**config.mk**
```make
export PLATFORM = sky130hd
export DESIGN_NAME = gts_top
export DESIGN_NICKNAME = d
export VERILOG_FILES = /design/src/gts_pkg.sv /design/src/gts_top.sv
export VERILOG_INCLUDE_DIRS = /design/src /design/src/src
export SDC_FILE = /design/constraint.sdc
export NUM_CORES = 1
export LEC_CHECK = 0
export ABC_AREA = 1
export BUFFER_PORTS_ARGS = -buffer_cell sky130_fd_sc_hd__buf_4
export CAP_MARGIN = 25
export CORE_MARGIN = 2
export CORE_UTILIZATION = 46
export CTS_CLUSTER_SIZE = 20
export DETAILED_ROUTE_END_ITERATION = 6
export GPL_ROUTABILITY_DRIVEN = 0
export PLACE_DENSITY_LB_ADDON = 0.1
export SLEW_MARGIN = 20
export SYNTH_ARGS = -nofsm -noshare
export SYNTH_HDL_FRONTEND = slang
export SYNTH_SLANG_ARGS = --single-unit
```
**constraint.sdc**
```tcl
create_clock -name CLK_I -period 4 [get_ports CLK_I]
set_input_delay 0.8 -clock CLK_I [delete_from_list [all_inputs] [get_ports CLK_I]]
set_output_delay 0.8 -clock CLK_I [all_outputs]
set_load 0.05 [all_outputs]
```
**src/gts_regs.svh**
```systemverilog
// Register map, field positions and timing constants of the generator transfer sequencer
// Functional notes
// - Three modes: automatic with return, automatic without return, manual.
// - Over/under voltage and over/under frequency on either line count as faults.
// - Auto: main fault raises generator start after the generator start delay.
// - Standby healthy: open main breaker, close standby after standby close delay.
// - Auto without return: on main recovery stay on standby, generator running.
// - Auto with return: open standby, then close main after main close delay.
// - Standby opens after standby open delay, counted from main becoming healthy.
// - After main closes on return, generator stops after generator stop delay.
// - Both lines faulty: dual loss alarm after transfer alarm delay.
// - Manual: operator picks main source or generator source, no automatic switching.
// - Main healthy before standby healthy: abort sequence, drop generator start.
// - Main recovery during standby close delay still completes the transfer.
// - Main lost during standby open delay abandons the return transfer.
// - Main lost during main close delay restarts generator start delay.
`ifndef GTS_REGS_SVH
`define GTS_REGS_SVH

// ****************************************
// Register offsets
// ****************************************
`define OFF_GO_DLY 8'h00
`define OFF_SC_DLY 8'h04
`define OFF_SO_DLY 8'h08
`define OFF_MC_DLY 8'h0C
`define OFF_GS_DLY 8'h10
`define OFF_AL_DLY 8'h14
`define OFF_STATUS 8'h18
`define OFF_IRQ_ST 8'h1C
`define OFF_IRQ_CLR 8'h20
`define OFF_IRQ_EN 8'h24

// ****************************************
// Fields and reset values
// ****************************************
`define DLY_W 8
`define DLY_N 6
`define DLY_RST 8'h00
`define DLY_GO 3'h0
`define DLY_SC 3'h1
`define DLY_SO 3'h2
`define DLY_MC 3'h3
`define DLY_GS 3'h4
`define DLY_AL 3'h5
`define IRQ_W 5
`define IRQ_FAULT 0
`define IRQ_XFER 1
`define IRQ_RETURN 2
`define IRQ_ABORT 3
`define IRQ_ALARM 4
`define SEL_MAIN 2'h0
`define SEL_OFF 2'h1
`define SEL_GEN 2'h2

// ****************************************
// Timing
// ****************************************
`define CLK_HZ 25000000
`define TICK_SECONDS 1
`define TICK_CYCLES (`CLK_HZ * `TICK_SECONDS)
`define PRE_W 25

`endif

```
**src/gts_pkg.sv**
```systemverilog
// Types shared by the generator transfer sequencer
package gts_pkg;
	typedef enum logic [3:0] {
		ST_NORMAL,
		ST_START_WAIT,
		ST_GEN_WAIT,
		ST_CLOSE_WAIT,
		ST_ON_STANDBY,
		ST_RET_OPEN_WAIT,
		ST_MAIN_CLOSE_WAIT,
		ST_GEN_STOP_WAIT,
		ST_MANUAL
	} gts_state_t;

	typedef struct packed {
		logic over_v;
		logic under_v;
		logic over_f;
		logic under_f;
	} gts_line_t;

	typedef struct packed {
		logic auto_sel;
		logic ret_en;
		logic [1:0] man_sel;
	} gts_panel_t;

	typedef struct packed {
		logic main_close;
		logic standby_close;
		logic gen_start;
		logic alarm;
	} gts_cmd_t;
endpackage

```
**src/gts_top.sv**
```systemverilog
// Open transition transfer sequencer between main line and standby generator line
//
// The register offsets and strobed register access are this design's own decisions.
`timescale 1ns/1ns
`include "gts_regs.svh"

module gts_top import gts_pkg::*; #(
	parameter int unsigned TICK_CYCLES = `TICK_CYCLES
) (
	input wire logic CLK_I,
	input wire logic RST_I,
	input wire gts_line_t MAIN_LINE_I,
	input wire gts_line_t STANDBY_LINE_I,
	input wire gts_panel_t PANEL_I,
	input wire logic [7:0] ADDR_I,
	input wire logic [31:0] WDATA_I,
	input wire logic WE_I,
	input wire logic RE_I,
	output logic [31:0] RDATA_O,
	output gts_cmd_t CMD_O,
	output logic IRQ_O
);

	// ****************************************
	// Input synchronisers
	// ****************************************
	gts_line_t main_m, main_s, stby_m, stby_s;
	gts_panel_t pan_m, pan_s;

	always_ff @(posedge CLK_I) begin
		if (RST_I) begin
			main_m <= '0;
			main_s <= '0;
			stby_m <= '0;
			stby_s <= '0;
			pan_m <= '0;
			pan_s <= '0;
		end else begin
			main_m <= MAIN_LINE_I;
			main_s <= main_m;
			stby_m <= STANDBY_LINE_I;
			stby_s <= stby_m;
			pan_m <= PANEL_I;
			pan_s <= pan_m;
		end
	end

	function automatic logic line_bad(input gts_line_t l);
		return l.over_v | l.under_v | l.over_f | l.under_f;
	endfunction

	logic main_bad, stby_bad;
	assign main_bad = line_bad(main_s);
	assign stby_bad = line_bad(stby_s);

	// ****************************************
	// Register file
	// ****************************************
	logic [`DLY_W-1:0] dly [0:`DLY_N-1];
	logic [`DLY_W-1:0] next_dly [0:`DLY_N-1];
	logic [`IRQ_W-1:0] irq_st, next_irq_st, irq_en, next_irq_en, events;
	logic [31:0] next_rdata, status_word;
	gts_state_t st, next_st;
	logic main_cl, stby_cl, gen_on, alarm;

	assign status_word = {20'h00000, st, main_bad, stby_bad, main_cl, stby_cl, gen_on, alarm, pan_s.auto_sel,
		pan_s.ret_en};

	always_comb begin
		next_dly = dly;
		next_irq_en = irq_en;
		next_irq_st = irq_st;
		next_rdata = 32'h00000000;
		if (WE_I) begin
			if ((ADDR_I < `OFF_STATUS) && (ADDR_I[1:0] == 2'h0)) begin
				next_dly[ADDR_I[4:2]] = WDATA_I[`DLY_W-1:0];
			end
			if (ADDR_I == `OFF_IRQ_CLR) begin
				next_irq_st = irq_st & ~WDATA_I[`IRQ_W-1:0];
			end
			if (ADDR_I == `OFF_IRQ_EN) begin
				next_irq_en = WDATA_I[`IRQ_W-1:0];
			end
		end
		// Set wins over clear
		next_irq_st = next_irq_st | events;
		if (RE_I) begin
			unique case (ADDR_I)
				`OFF_GO_DLY: next_rdata = {24'h000000, dly[`DLY_GO]};
				`OFF_SC_DLY: next_rdata = {24'h000000, dly[`DLY_SC]};
				`OFF_SO_DLY: next_rdata = {24'h000000, dly[`DLY_SO]};
				`OFF_MC_DLY: next_rdata = {24'h000000, dly[`DLY_MC]};
				`OFF_GS_DLY: next_rdata = {24'h000000, dly[`DLY_GS]};
				`OFF_AL_DLY: next_rdata = {24'h000000, dly[`DLY_AL]};
				`OFF_STATUS: next_rdata = status_word;
				`OFF_IRQ_ST: next_rdata = {27'h0000000, irq_st};
				`OFF_IRQ_EN: next_rdata = {27'h0000000, irq_en};
				default: next_rdata = 32'h00000000;
			endcase
		end
	end

	always_ff @(posedge CLK_I) begin
		if (RST_I) begin
			for (int i = 0; i < `DLY_N; i++) begin
				dly[i] <= `DLY_RST;
			end
			irq_st <= '0;
			irq_en <= '0;
			RDATA_O <= 32'h00000000;
		end else begin
			dly <= next_dly;
			irq_st <= next_irq_st;
			irq_en <= next_irq_en;
			RDATA_O <= next_rdata;
		end
	end

	assign IRQ_O = |(irq_st & irq_en);

	// ****************************************
	// Sequence timer
	// ****************************************
	logic [`PRE_W-1:0] pre, next_pre;
	logic [`DLY_W-1:0] sec, next_sec, cur_dly;
	logic tick, done;

	assign tick = (pre == `PRE_W'(TICK_CYCLES - 1));

	always_comb begin
		unique case (st)
			ST_START_WAIT: cur_dly = dly[`DLY_GO];
			ST_CLOSE_WAIT: cur_dly = dly[`DLY_SC];
			ST_RET_OPEN_WAIT: cur_dly = dly[`DLY_SO];
			ST_MAIN_CLOSE_WAIT: cur_dly = dly[`DLY_MC];
			ST_GEN_STOP_WAIT: cur_dly = dly[`DLY_GS];
			default: cur_dly = `DLY_RST;
		endcase
	end

	assign done = (sec >= cur_dly);

	// ****************************************
	// Transfer state machine
	// ****************************************
	logic next_main_cl, next_stby_cl, next_gen_on;
	logic [`IRQ_W-1:0] seq_ev;

	always_comb begin
		next_st = st;
		next_main_cl = main_cl;
		next_stby_cl = stby_cl;
		next_gen_on = gen_on;
		seq_ev = '0;
		unique case (st)
			ST_NORMAL: begin
				next_gen_on = 1'b0;
				next_stby_cl = 1'b0;
				next_main_cl = !stby_cl;
				if (main_bad) begin
					next_st = ST_START_WAIT;
					seq_ev[`IRQ_FAULT] = 1'b1;
				end
			end
			ST_START_WAIT, ST_GEN_WAIT: begin
				if (!main_bad) begin
					next_st = ST_NORMAL;
					next_gen_on = 1'b0;
					seq_ev[`IRQ_ABORT] = 1'b1;
				end else if (st == ST_START_WAIT) begin
					if (done) begin
						next_gen_on = 1'b1;
						next_st = ST_GEN_WAIT;
					end
				end else if (!stby_bad) begin
					next_main_cl = 1'b0;
					next_st = ST_CLOSE_WAIT;
				end
			end
			ST_CLOSE_WAIT: begin
				if (stby_bad) begin
					next_st = ST_GEN_WAIT;
				end else if (done) begin
					next_stby_cl = 1'b1;
					next_st = ST_ON_STANDBY;
					seq_ev[`IRQ_XFER] = 1'b1;
				end
			end
			ST_ON_STANDBY: begin
				if (pan_s.ret_en && !main_bad) begin
					next_st = ST_RET_OPEN_WAIT;
				end
			end
			ST_RET_OPEN_WAIT: begin
				if (main_bad) begin
					next_st = ST_ON_STANDBY;
				end else if (done) begin
					next_stby_cl = 1'b0;
					next_st = ST_MAIN_CLOSE_WAIT;
				end
			end
			ST_MAIN_CLOSE_WAIT: begin
				if (main_bad) begin
					next_st = ST_START_WAIT;
				end else if (done) begin
					next_main_cl = 1'b1;
					next_st = ST_GEN_STOP_WAIT;
				end
			end
			ST_GEN_STOP_WAIT: begin
				if (done) begin
					next_gen_on = 1'b0;
					next_st = ST_NORMAL;
					seq_ev[`IRQ_RETURN] = 1'b1;
				end
			end
			ST_MANUAL: begin
				if (pan_s.man_sel == `SEL_MAIN) begin
					next_gen_on = 1'b0;
					next_stby_cl = 1'b0;
					next_main_cl = !stby_cl;
				end else if (pan_s.man_sel == `SEL_GEN) begin
					next_gen_on = 1'b1;
					next_main_cl = 1'b0;
					next_stby_cl = !main_cl;
				end else begin
					next_gen_on = 1'b0;
					next_main_cl = 1'b0;
					next_stby_cl = 1'b0;
				end
				if (pan_s.auto_sel) begin
					next_st = ST_NORMAL;
				end
			end
			default: next_st = ST_NORMAL;
		endcase
		if (!pan_s.auto_sel) begin
			next_st = ST_MANUAL;
		end
		if (next_st != st) begin
			next_pre = '0;
			next_sec = '0;
		end else if (tick) begin
			next_pre = '0;
			next_sec = (sec == {`DLY_W{1'b1}}) ? sec : sec + `DLY_W'(1);
		end else begin
			next_pre = pre + `PRE_W'(1);
			next_sec = sec;
		end
	end

	always_ff @(posedge CLK_I) begin
		if (RST_I) begin
			st <= ST_NORMAL;
			main_cl <= 1'b0;
			stby_cl <= 1'b0;
			gen_on <= 1'b0;
			pre <= '0;
			sec <= '0;
		end else begin
			st <= next_st;
			main_cl <= next_main_cl;
			stby_cl <= next_stby_cl;
			gen_on <= next_gen_on;
			pre <= next_pre;
			sec <= next_sec;
		end
	end

	// ****************************************
	// Dual loss alarm
	// ****************************************
	logic [`PRE_W-1:0] al_pre, next_al_pre;
	logic [`DLY_W-1:0] al_sec, next_al_sec;
	logic both_bad, next_alarm;

	assign both_bad = main_bad && stby_bad;

	always_comb begin
		next_al_pre = '0;
		next_al_sec = '0;
		next_alarm = 1'b0;
		if (both_bad) begin
			next_alarm = (al_sec >= dly[`DLY_AL]);
			if (al_pre == `PRE_W'(TICK_CYCLES - 1)) begin
				next_al_sec = (al_sec == {`DLY_W{1'b1}}) ? al_sec : al_sec + `DLY_W'(1);
			end else begin
				next_al_pre = al_pre + `PRE_W'(1);
				next_al_sec = al_sec;
			end
		end
	end

	always_ff @(posedge CLK_I) begin
		if (RST_I) begin
			al_pre <= '0;
			al_sec <= '0;
			alarm <= 1'b0;
		end else begin
			al_pre <= next_al_pre;
			al_sec <= next_al_sec;
			alarm <= next_alarm;
		end
	end

	assign events = seq_ev | {next_alarm && !alarm, {(`IRQ_W-1){1'b0}}};
	assign CMD_O = '{main_close: main_cl, standby_close: stby_cl, gen_start: gen_on, alarm: alarm};
endmodule // gts_top

```
==> results.yml, run 1 <==
floorplan:
  initial_core_util: 0.472
  die-area_sq_um: 19700
  std_cell_rows: 49
  die_x_microns: 140
  ioPinCount: 93
  die_h_microns: 140
  core_region_area_sq_um: 18100
drt:
  vias_per_cell: 5.22
  drt-total-wl_microns: 21300
  vias: 7481
  route.detailed.drc: 0
  first_pass_iters: 5
  ant_nets: 0
  routedWlPerCell_microns: 14.9
  dr.first_iter.drc_count: 615
logic_synthesis:
  syn-mean-instance-area_sq_um: 7.45
  synthTopCellsByArea: "dfxtp_1 39%, inv_1 8.4%, nand2_1 6.7%, a21oi_1 5.1%, nor2_1 4.5%"
  synth_top_family_by_area: "simple AND/OR/NAND/NOR gates"
  ys_ff_latch: 168
  synth_area_sq_um: 8530
  synth_top_area_frac: 0.394
  synth_compound_area_frac: 0.151
  synthFlopType: "dfxtp_1"
  synthArstFlopShare: 0
  synthDistinctLibCells: 53
  yosys.area.top_type: "dfxtp_1"
  synth_xor_area_frac: 0.0370
  synth_edf_count: 0
  synth_most_common_cell: "inv_1"
  synthMuxAreaShare: 0.00132
  synthSimpleGateAreaFrac: 0.259
  synth_fa_ha_area_frac: 0.0293
  postSynthCellCount: 1145
  yosys_warnings: 0
  yosysSeqAreaShare: 0.394
  yosys-top-cells-count: "191 x inv_1, 168 x dfxtp_1, 153 x nand2_1"
finish:
  drive_gt1_frac: 0.132
  diodes: 0
  layout.nets: 1267
  synthToLayoutAreaGrowth_pct: 12.3
  final_util: 0.530
power:
  p_leak_nw: 3.71
  comb_power_share: 0.061
  vdd_drop_max_mv: 0.268
  pwr-share-clk: 0.456
  powerDensity_nw_per_um2: 368
  seqPwrFrac: 0.483
  power_switching_share: 0.258
  p_int_mw: 2.62
  power_switching_uw: 911
worst_setup_path:
  worstPathRequired_ns: 4.33
  crit_path_end_kind: "flop"
  worstSetupStartpoint: "st[1]"
  timing.reg2reg.setup_slack_ns: 0.29
  worstPathMaxFanout: 25
  path_buf_inv: 3
  path_common_cell: "nand2_1"
  slowest_delay_ns: 0.39
  crit_type: "flop to flop"
  cpLargestDelayFamily: "simple AND/OR/NAND/NOR gates"
  crit_slowest_cell: "dfxtp_1"
  worstPathArrival_ns: 4.03
  timing.rr.start: "st[1]"
  path_cells: "inv_2, nor2_1, nand2_1, buf_4, o22ai_1, a211oi_1, ha_1, a21oi_1, nor2_1, nor2_2, nand2_2, nand2_1, nand2_1, nand2_1, nand3_2, nand2_1, nand2_1, nand2_1, nor2_4, nand3_4, buf_12, nor2_1"
  crit_path_start_kind: "flop"
placement:
  post-dp-hpwl_microns: 15200
  io_buffers: 48
global_route:
  grt_overflow: 0
  use_met2: 0.341
  grt_max_degree: 55
  grt_pass1_vias: 6705
  grt_use_met1: 0.311
  grtUsageTotal: 0.221
  grt_pass1_wl_microns: 34600
  use_met3: 0.0513
  grt-busiest-layer: "met2"
  antenna_found_initial: 0
timing:
  max_slew_margin: 0.548
  clock_skew_ns: 0.00974
  post-route-min-period_ns: 3.71
  final_max_slew_viol_count: 0
  hold_viol_final: 0
  setup_violations: 0
  worstMarginPinSlew_ns: 0.676
  timing.final.crit_share: 0.927
  fmax_mhz: 270
  tns_ns: 0
  rsz0062_at_grt: "no"
cts:
  insertion_delay_ns: 0.44
  cts_tree: "built"
  htreeDepth: 4
  clkTransAtPathRegs_ns: 0.07
  clock_sinks: 168
  cts_root_buf: "clkbuf_16"
  hold_buffers: 0
  ctsLongestPathBuffers: 2
  cts_buffers: 17
hold_path:
  hp-class: "flop to flop"
  hp-start: "main_m[3]"
status:
  status: "finished clean"
job:
  maxCapViolCount: 0
[layout by cell type (no fill, tap or decap), types with 3 or more instances in the layout]
cell type and n:
nand2_1 153, inv_2 12, nand3_1 50, o21ai_0 72
conb_1 20, xor2_1 25, nor3_1 39, a31oi_1 5
nand3_2 4, or2_2 3, clkinvlp_4 4, ha_1 20
nor2_4 25, xnor2_1 11, nor4_1 6, nor3_2 3
a221oi_1 9, o22ai_1 32, clkbuf_16 17, a21oi_1 87
nand2_2 8, dfxtp_1 168, nand4_1 22, buf_4 55
inv_1 190, nor2_2 7, inv_6 3, clkinv_4 5
a211oi_1 8, nor2_1 101, and2_1 3, nor3b_1 8
[area by class of cell]
class                           count  area [sq um]
Clock buffer                       17           425
Tap cell                          229           287
Clock inverter                     15           144
Fill cell                        1790          8500
Multi-Input combinational cell    744          4160
Inverter                          204           769
Timing Repair Buffer               56           433
Sequential cell                   168          3360
[state kept, by name, indices dropped and copies added, names as in the netlist, 5 cells and up]
name,count
irq_st,5
irq_en,5
al_sec,8
pre,25
sec,8
al_pre,25
dly,48
RDATA_O,12
[routing by layer]
layer,routed length (microns),share of wire,up-vias
li1,-,-,3804
met1,9840,0.46,3405
met2,9480,0.45,243
met3,1650,0.078,29
met4,313,0.015,0
met5,0,0,-
[power groups by stage]
| stage | Clock, mW | Combinational [mW] | Sequential [mW] |
|---|---|---|---|
| finish | 1.61 | 0.215 | 1.71 |
| global route | 1.71 | 0.235 | 1.71 |
| CTS | 1.64 | 0.214 | 1.71 |
| detailed placement | 0 | 0.213 | 1.74 |
| global placement | 0 | 0.212 | 1.74 |
| floorplan | 0 | 0.172 | 1.74 |
[final timing paths]
kind         depth (start not counted)        end
max                                 22     pre[4]
min                                  2  main_s[3]
max reg2reg                         22     pre[4]
min reg2reg                          2  main_s[3]
[what timing repair did]
| action | in CTS | in global routing |
|---|---|---|
| setup buffers | 0 | 1 |
| endpoints found under the setup margin | 0 | 6 |
| resized for setup | 0 | 2 |
[tightest hold or removal path: stages (launching register included)]
cell	delay (ns)
dfxtp_1	0.30
inv_1	0.04
nor2_1	0.03
[cells by family after synthesis]
logic type,after synthesis
AO/OA/AOI/OAI,227
flip-flops,168
other,1
adder cells (fa/ha/maj),20
XOR/XNOR,36
multiplexers,1
AND/OR/NAND/NOR,440
buffers and inverters,252
[stage by stage]
| step | hold slack [ns] | setup slack (ns) | std cells | total power, mW | area [sq um] |
|---|---|---|---|---|---|
| after floorplan | 0.388 | 1.14 | 1164 | 1.91 | 8600 |
| after global routing | 0.429 | 0.00668 | 1433 | 3.65 | 9580 |
| after global placement | 0.393 | 0.364 | 1400 | 1.96 | 9000 |
| after CTS | 0.403 | 0.333 | 1432 | 3.56 | 9570 |
| final | 0.403 | 0.291 | 1433 | 3.53 | 9580 |
| after detailed placement | 0.393 | 0.370 | 1400 | 1.96 | 9000 |
(Power assumes the default switching activity.)
==> inputs of run 2 (changes only) <==
--- a/config.mk
+++ b/config.mk
@@ -6,7 +6,6 @@
 export SDC_FILE = /design/constraint.sdc
 export NUM_CORES = 1
 export LEC_CHECK = 0
-export ABC_AREA = 1
 export BUFFER_PORTS_ARGS = -buffer_cell sky130_fd_sc_hd__buf_4
 export CAP_MARGIN = 25
 export CORE_MARGIN = 2
==> run 2 against run 1 <==
  * Register-to-register slack worse by 0.06 ns
  * Sequential share of layout area increased by 1.3 points
  * Count of clock-buffer cells in the layout grew 1
  * Sequential cell count unchanged
  * Via count down 12%
  * Die area shrank 5.2%
  * Sequential power about the same
  * Clock skew increased by 0.0022 ns
  * Global-route usage up 0.18 points
  * Synthesized cell count down 22%
  * Non-clock buffer count is 15 higher
  * Clock power hardly changed
==> results.yml, run 2 <==
logic_synthesis:
  synthArstFlopShare: 0
  synth_fa_ha_area_frac: 0.0310
  ys_ff_latch: 168
  synth_compound_area_frac: 0.0998
  synth_area_sq_um: 8080
  postSynthCellCount: 893
  synth_edf_count: 0
  synthSimpleGateAreaFrac: 0.231
  synth_xor_area_frac: 0.0597
  synth_top_area_frac: 0.416
  synth_top_family_by_area: "simple AND/OR/NAND/NOR gates"
  syn-mean-instance-area_sq_um: 9.04
  yosys.area.top_type: "dfxtp_1"
  synth_most_common_cell: "dfxtp_1"
  yosys_warnings: 0
  synthFlopType: "dfxtp_1"
  yosys-top-cells-count: "168 x dfxtp_1, 113 x nor2_1, 62 x nand2_1"
  yosysSeqAreaShare: 0.416
  synthTopCellsByArea: "dfxtp_1 42%, mux2i_1 6.8%, nor2_1 5.3%, mux4_2 3.6%, xor2_1 3.3%"
  synthMuxAreaShare: 0.104
  synthDistinctLibCells: 59
floorplan:
  initial_core_util: 0.468
  core_region_area_sq_um: 17200
  die-area_sq_um: 18600
  std_cell_rows: 48
  die_h_microns: 136
  die_x_microns: 136
  ioPinCount: 93
global_route:
  grt_pass1_wl_microns: 32200
  grtUsageTotal: 0.223
  grt_pass1_vias: 6267
  grt_overflow: 0
  antenna_found_initial: 0
  grt_max_degree: 91
finish:
  n_fill_cell: 1543
  largest_reg_flops: 48
  regMostFlops: "dly"
  synthToLayoutAreaGrowth_pct: 14.4
  stdcell_count: 1168
  final_cell_mix: "168 x dfxtp_1, 113 x nor2_1, 68 x buf_4"
  layout.nets: 1006
  final_common_cell: "dfxtp_1"
  largestRegisters: "dly: 48 flops, al_pre: 25 flops, pre: 25 flops"
  final_util: 0.536
  fin_area_sq_um: 9240
  diodes: 0
  drive_gt1_frac: 0.137
timing:
  tns_ns: 0
  hold_viol_final: 0
  post-route-min-period_ns: 3.77
  timing.final.crit_share: 0.943
  setup_violations: 0
  max_slew_margin: 0.397
  final_max_slew_viol_count: 0
  clock_skew_ns: 0.0119
  holdWs_ns: 0.437
  worstMarginPinSlew_ns: 0.905
  fmax_mhz: 265
  rsz0062_at_grt: "no"
cts:
  cts_tree: "built"
  clock_sinks: 168
  htreeDepth: 4
  clkTransAtPathRegs_ns: 0.07
  ctsLongestPathBuffers: 2
  cts_setup_buffers: 0
  cts_buffers: 17
  cts_root_buf: "clkbuf_16"
  insertion_delay_ns: 0.43
worst_setup_path:
  crit_path_end_kind: "flop"
  path_cells: "nor4bb_2, buf_4, a22o_1, a221o_1, a21oi_1, ha_1, and3_1, o21ai_0, a211o_1, nand2_1, a211oi_1, o311ai_4, buf_12, nor4_1"
  path_buf_inv: 2
  cpLargestDelayFamily: "compound AO/OA/AOI/OAI gates"
  reg2reg_to: "sec[6]"
  worstPathMaxFanout: 33
  timing.rr.start: "st[0]"
  worstPathArrival_ns: 4.10
  crit_path_start_kind: "flop"
  crit_type: "flop to flop"
  slowest_delay_ns: 0.40
  cp.depth: 14
  worstPathRequired_ns: 4.33
  ff2ff_path_depth: 14
  worstSetupStartpoint: "st[0]"
  timing.reg2reg.setup_slack_ns: 0.23
  endpoint: "sec[6]"
  crit_slowest_cell: "dfxtp_1"
drt:
  drt-total-wl_microns: 20000
  routedWlPerCell_microns: 17.2
  dr.first_iter.drc_count: 436
  vias: 6556
  route.detailed.drc: 0
  vias_per_cell: 5.61
  first_pass_iters: 5
  ant_nets: 0
power:
  p_leak_nw: 3.65
  vdd_drop_max_mv: 0.287
  powerDensity_nw_per_um2: 382
job:
  maxCapViolCount: 0
status:
  status: "finished clean"
hold_path:
  hp-class: "flop to flop"
placement:
  io_buffers: 48
  place_inst: 1135
  post-dp-hpwl_microns: 14200
  place_area_sq_um: 8640
[run 2: cell count changes after synthesis, sizes merged, moves of 14 or more]
cell,change
xnor2,+14
nand3,-18
a21oi,-46
nor4,+19
mux2i,+55
nor3,-14
nor2,-21
clkbuf,+18
o21ai,-62
nor2b,+30
inv,-179
nand2,-100
o22ai,-29
[run 2: area by class of cell]
type / instances / area [sq um] / area share
clock buffers: 18 / 429 / 0.0465
clock inverters: 14 / 158 / 0.0171
inverters: 24 / 90.1 / 0.00975
multi-input cells: 648 / 4360 / 0.472
flip-flops and latches: 168 / 3360 / 0.364
well taps: 225 / 282 / 0.0305
repair buffers: 71 / 556 / 0.0601
[run 2: worst min path at each step]
stage / from / end / slack [ns] / cells after the start
after floorplan: pan_s[3] / st[3] / 0.41 / 1
after global placement: stby_m[1] / stby_s[1] / 0.42 / 1
after detailed placement: stby_m[3] / stby_s[3] / 0.42 / 1
after CTS: stby_m[3] / stby_s[3] / 0.44 / 1
after global routing: stby_m[2] / stby_s[2] / 0.46 / 1
final: stby_m[3] / stby_s[3] / 0.44 / 1
[run 2: stage by stage]
step	power, mW	worst slack [ns]
floorplan	1.89	0.364
global placement	1.93	0.323
detailed placement	1.93	0.130
CTS	3.56	0.134
global route	3.65	0.0324
finish	3.53	0.228
[run 2: kinds of logic (layout without fill, tap and decap cells)]
group | Yosys count | count (layout)
and+or+nand+nor | 367 | 367
DFF | 168 | 168
AOI/OAI and AO/OA | 118 | 118
buffers and inverters | 96 | 127
muxes | 68 | 68
xor gates and xnor gates | 55 | 55
adders and majority gates | 20 | 20
other | 1 | 20
[run 2: routing by layer]
metal	track usage	wire [microns]	vias to the layer above
li1	-	-	3198
met3	0.0500	1100	24
met1	0.298	9270	3137
met4	0.0741	332	0
met5	0	0	-
met2	0.357	9330	197
[run 2: what timing repair did]
item                                    in CTS  in global routing
resized for setup                            0                  2
endpoints found under the setup margin       0                 33
hold buffers                                 0                  0
endpoints found under the hold margin        0                  0
[run 2: power breakdown]
group,switching [mW],leakage [nW],internal [mW]
combinational,0.135,2.01,0.0594
clock,0.742,0.279,0.887
sequential,0.0141,1.36,1.69
total,0.891,3.65,2.64
[run 2: worst reg2reg max path, stage by stage, from the launching register on]
cell	delay (ns)
dfxtp_1	0.40
nor4bb_2	0.21
buf_4	0.20
a22o_1	0.24
a221o_1	0.25
a21oi_1	0.20
ha_1	0.28
and3_1	0.18
o21ai_0	0.24
a211o_1	0.29
nand2_1	0.11
a211oi_1	0.39
o311ai_4	0.18
buf_12	0.20
nor4_1	0.29
==> inputs of run 3 (changes only) <==
--- a/config.mk
+++ b/config.mk
@@ -6,7 +6,7 @@
 export SDC_FILE = /design/constraint.sdc
 export NUM_CORES = 1
 export LEC_CHECK = 0
-export BUFFER_PORTS_ARGS = -buffer_cell sky130_fd_sc_hd__buf_4
+export BUFFER_PORTS_ARGS = -buffer_cell sky130_fd_sc_hd__buf_2
 export CAP_MARGIN = 25
 export CORE_MARGIN = 2
 export CORE_UTILIZATION = 46
@@ -14,6 +14,7 @@
 export DETAILED_ROUTE_END_ITERATION = 6
 export GPL_ROUTABILITY_DRIVEN = 0
 export PLACE_DENSITY_LB_ADDON = 0.1
+export SETUP_SLACK_MARGIN = 0.05
 export SLEW_MARGIN = 20
 export SYNTH_ARGS = -nofsm -noshare
 export SYNTH_HDL_FRONTEND = slang
==> constraint.sdc (replaced) <==
create_clock -name CLK_I -period 4 [get_ports CLK_I]
set_input_delay 0.8 -clock CLK_I [delete_from_list [all_inputs] [get_ports CLK_I]]
set_output_delay 0.8 -clock CLK_I [all_outputs]
set_load 0.1 [all_outputs]
==> run 3 against run 2 <==
  * Global-route usage down 0.084 points
  * Non-clock buffer count rose by 1
  * Count of clock-buffer cells in the layout stayed put
  * Final cell count unchanged
  * Highest routed layer unchanged
==> results.yml, run 3 (synthesis results as in run 2) <==
cts:
  insertion_delay_ns: 0.43
  clock_sinks: 168
  htreeDepth: 4
  cts_buffers: 17
  ctsLongestPathBuffers: 2
  cts_tree: "built"
  cts_root_buf: "clkbuf_16"
  clkTransAtPathRegs_ns: 0.07
timing:
  post-route-min-period_ns: 3.80
  fmax_mhz: 263
  rsz0062_at_grt: "no"
  holdWs_ns: 0.434
  hold_viol_final: 0
  setup_violations: 0
  worstMarginPinSlew_ns: 0.759
  clock_skew_ns: 0.0105
  timing.final.crit_share: 0.950
  max_slew_margin: 0.493
  final_max_slew_viol_count: 0
  tns_ns: 0
floorplan:
  die_x_microns: 136
  core_region_area_sq_um: 17200
  die-area_sq_um: 18600
  ioPinCount: 93
  std_cell_rows: 48
  initial_core_util: 0.468
  die_h_microns: 136
worst_setup_path:
  worstPathArrival_ns: 4.12
  crit_type: "flop to flop"
  worstPathMaxFanout: 33
  crit_path_start_kind: "flop"
  path_cells: "nand2b_1, nor2_1, buf_12, a221o_1, a21oi_1, ha_1, a21oi_1, and2_1, o21bai_1, nand2_1, a211oi_1, o311ai_4, buf_12, nor4b_1"
  slowest_delay_ns: 0.49
  timing.rr.start: "st[3]"
  crit_slowest_cell: "dfxtp_1"
  worstPathRequired_ns: 4.32
  worstSetupStartpoint: "st[3]"
  crit_path_end_kind: "flop"
status:
  status: "finished clean"
power:
  vdd_drop_max_mv: 0.308
  powerDensity_nw_per_um2: 386
  p_leak_nw: 3.63
finish:
  largest_reg_flops: 48
  final_common_cell: "dfxtp_1"
  final_cell_mix: "168 x dfxtp_1, 113 x nor2_1, 62 x nand2_1"
  fin_area_sq_um: 9130
  synthToLayoutAreaGrowth_pct: 13.0
  drive_gt1_frac: 0.137
  layout.nets: 1007
  n_fill_cell: 1585
  seq_area_sq_um: 3360
  regMostFlops: "dly"
  diodes: 0
  largestRegisters: "dly: 48 flops, al_pre: 25 flops, pre: 25 flops"
  multiInputGateArea_sq_um: 4360
placement:
  post-dp-hpwl_microns: 14100
  place_area_sq_um: 8550
  io_buffers: 48
drt:
  top_layer: "met4"
  dr_wl_met3_microns: 1170
  first_pass_iters: 5
  dr.first_iter.drc_count: 470
  route.detailed.drc: 0
  routedWlPerCell_microns: 17.0
  drt-total-wl_microns: 19900
  vias_per_cell: 5.63
  wl_met2_microns: 9010
  vias: 6577
  ant_nets: 0
  wl_met1_microns: 9300
global_route:
  grtUsageTotal: 0.222
  grt_pass1_vias: 6307
  grt_pass1_wl_microns: 32100
  grt_overflow: 0
  grt_max_degree: 70
  antenna_found_initial: 0
hold_path:
  hp-class: "flop to flop"
  hp-start: "stby_m[0]"
job:
  maxCapViolCount: 0
## run 3: cell types whose count changed in the layout (fill, tap and decap cells not counted), moves of 2 or more
cell      before  now
buf_2          0   48
buf_4         68   21
clkinv_4       1    3
inv_8          4    2
## run 3: per-layer routing
layer / up-vias / track usage
met5: - / 0
met4: 0 / 0.0793
met3: 28 / 0.0511
met2: 203 / 0.349
met1: 3142 / 0.299
li1: 3204 / -
## run 3: layout make-up
class / instances / share of cell area
inverter: 24 / 0.00987
clock inverter: 13 / 0.0155
sequential: 168 / 0.368
timing repair buffer: 72 / 0.0502
clock buffer: 18 / 0.0470
tap: 225 / 0.0308
multi-input combinational: 648 / 0.478
## run 3: path summary, 6_finish.rpt
path / slack (ns) / depth (start not counted) / to
worst max-delay path: 0.20 / 14 / pre[1]
worst min-delay path: 0.43 / 1 / stby_s[0]
worst max register to register: 0.20 / 14 / pre[1]
worst min register to register: 0.43 / 1 / stby_s[0]
## run 3: critical path: cells and delay by family, from the launching register on
kind	cells	cell delay (ns)
AOI/OAI and AO/OA	6	1.61
adders and majority gates	1	0.36
buffers and inverters	2	0.36
DFF	1	0.49
and+or+nand+nor	5	0.86
## run 3: per-stage QoR
| stage | utilization | power, mW | setup slack, ns | cells |
|---|---|---|---|---|
| 4_1_cts | 0.529 | 3.56 | 0.227 | 1168 |
| 3_3_place_gp | 0.496 | 1.97 | 0.387 | 1137 |
| 6_report | 0.530 | 3.53 | 0.201 | 1168 |
| 3_5_place_dp | 0.496 | 1.97 | 0.252 | 1137 |
| 5_1_grt | 0.530 | 3.65 | 0.0576 | 1168 |
| 2_1_floorplan | - | 1.93 | 0.364 | 912 |
## run 3: report_power, final
part           leakage [nW]  switching, mW  internal (mW)
sequential             1.36         0.0134           1.69
combinational          2.00          0.183         0.0509
clock                 0.274          0.716          0.873
## run 3: what timing repair did
item / 4_1_cts / 5_1_grt
endpoints found under the setup margin: 0 / 2
resized for setup: 0 / 1
hold buffers: 0 / 0
buffers inserted: 0 / 0
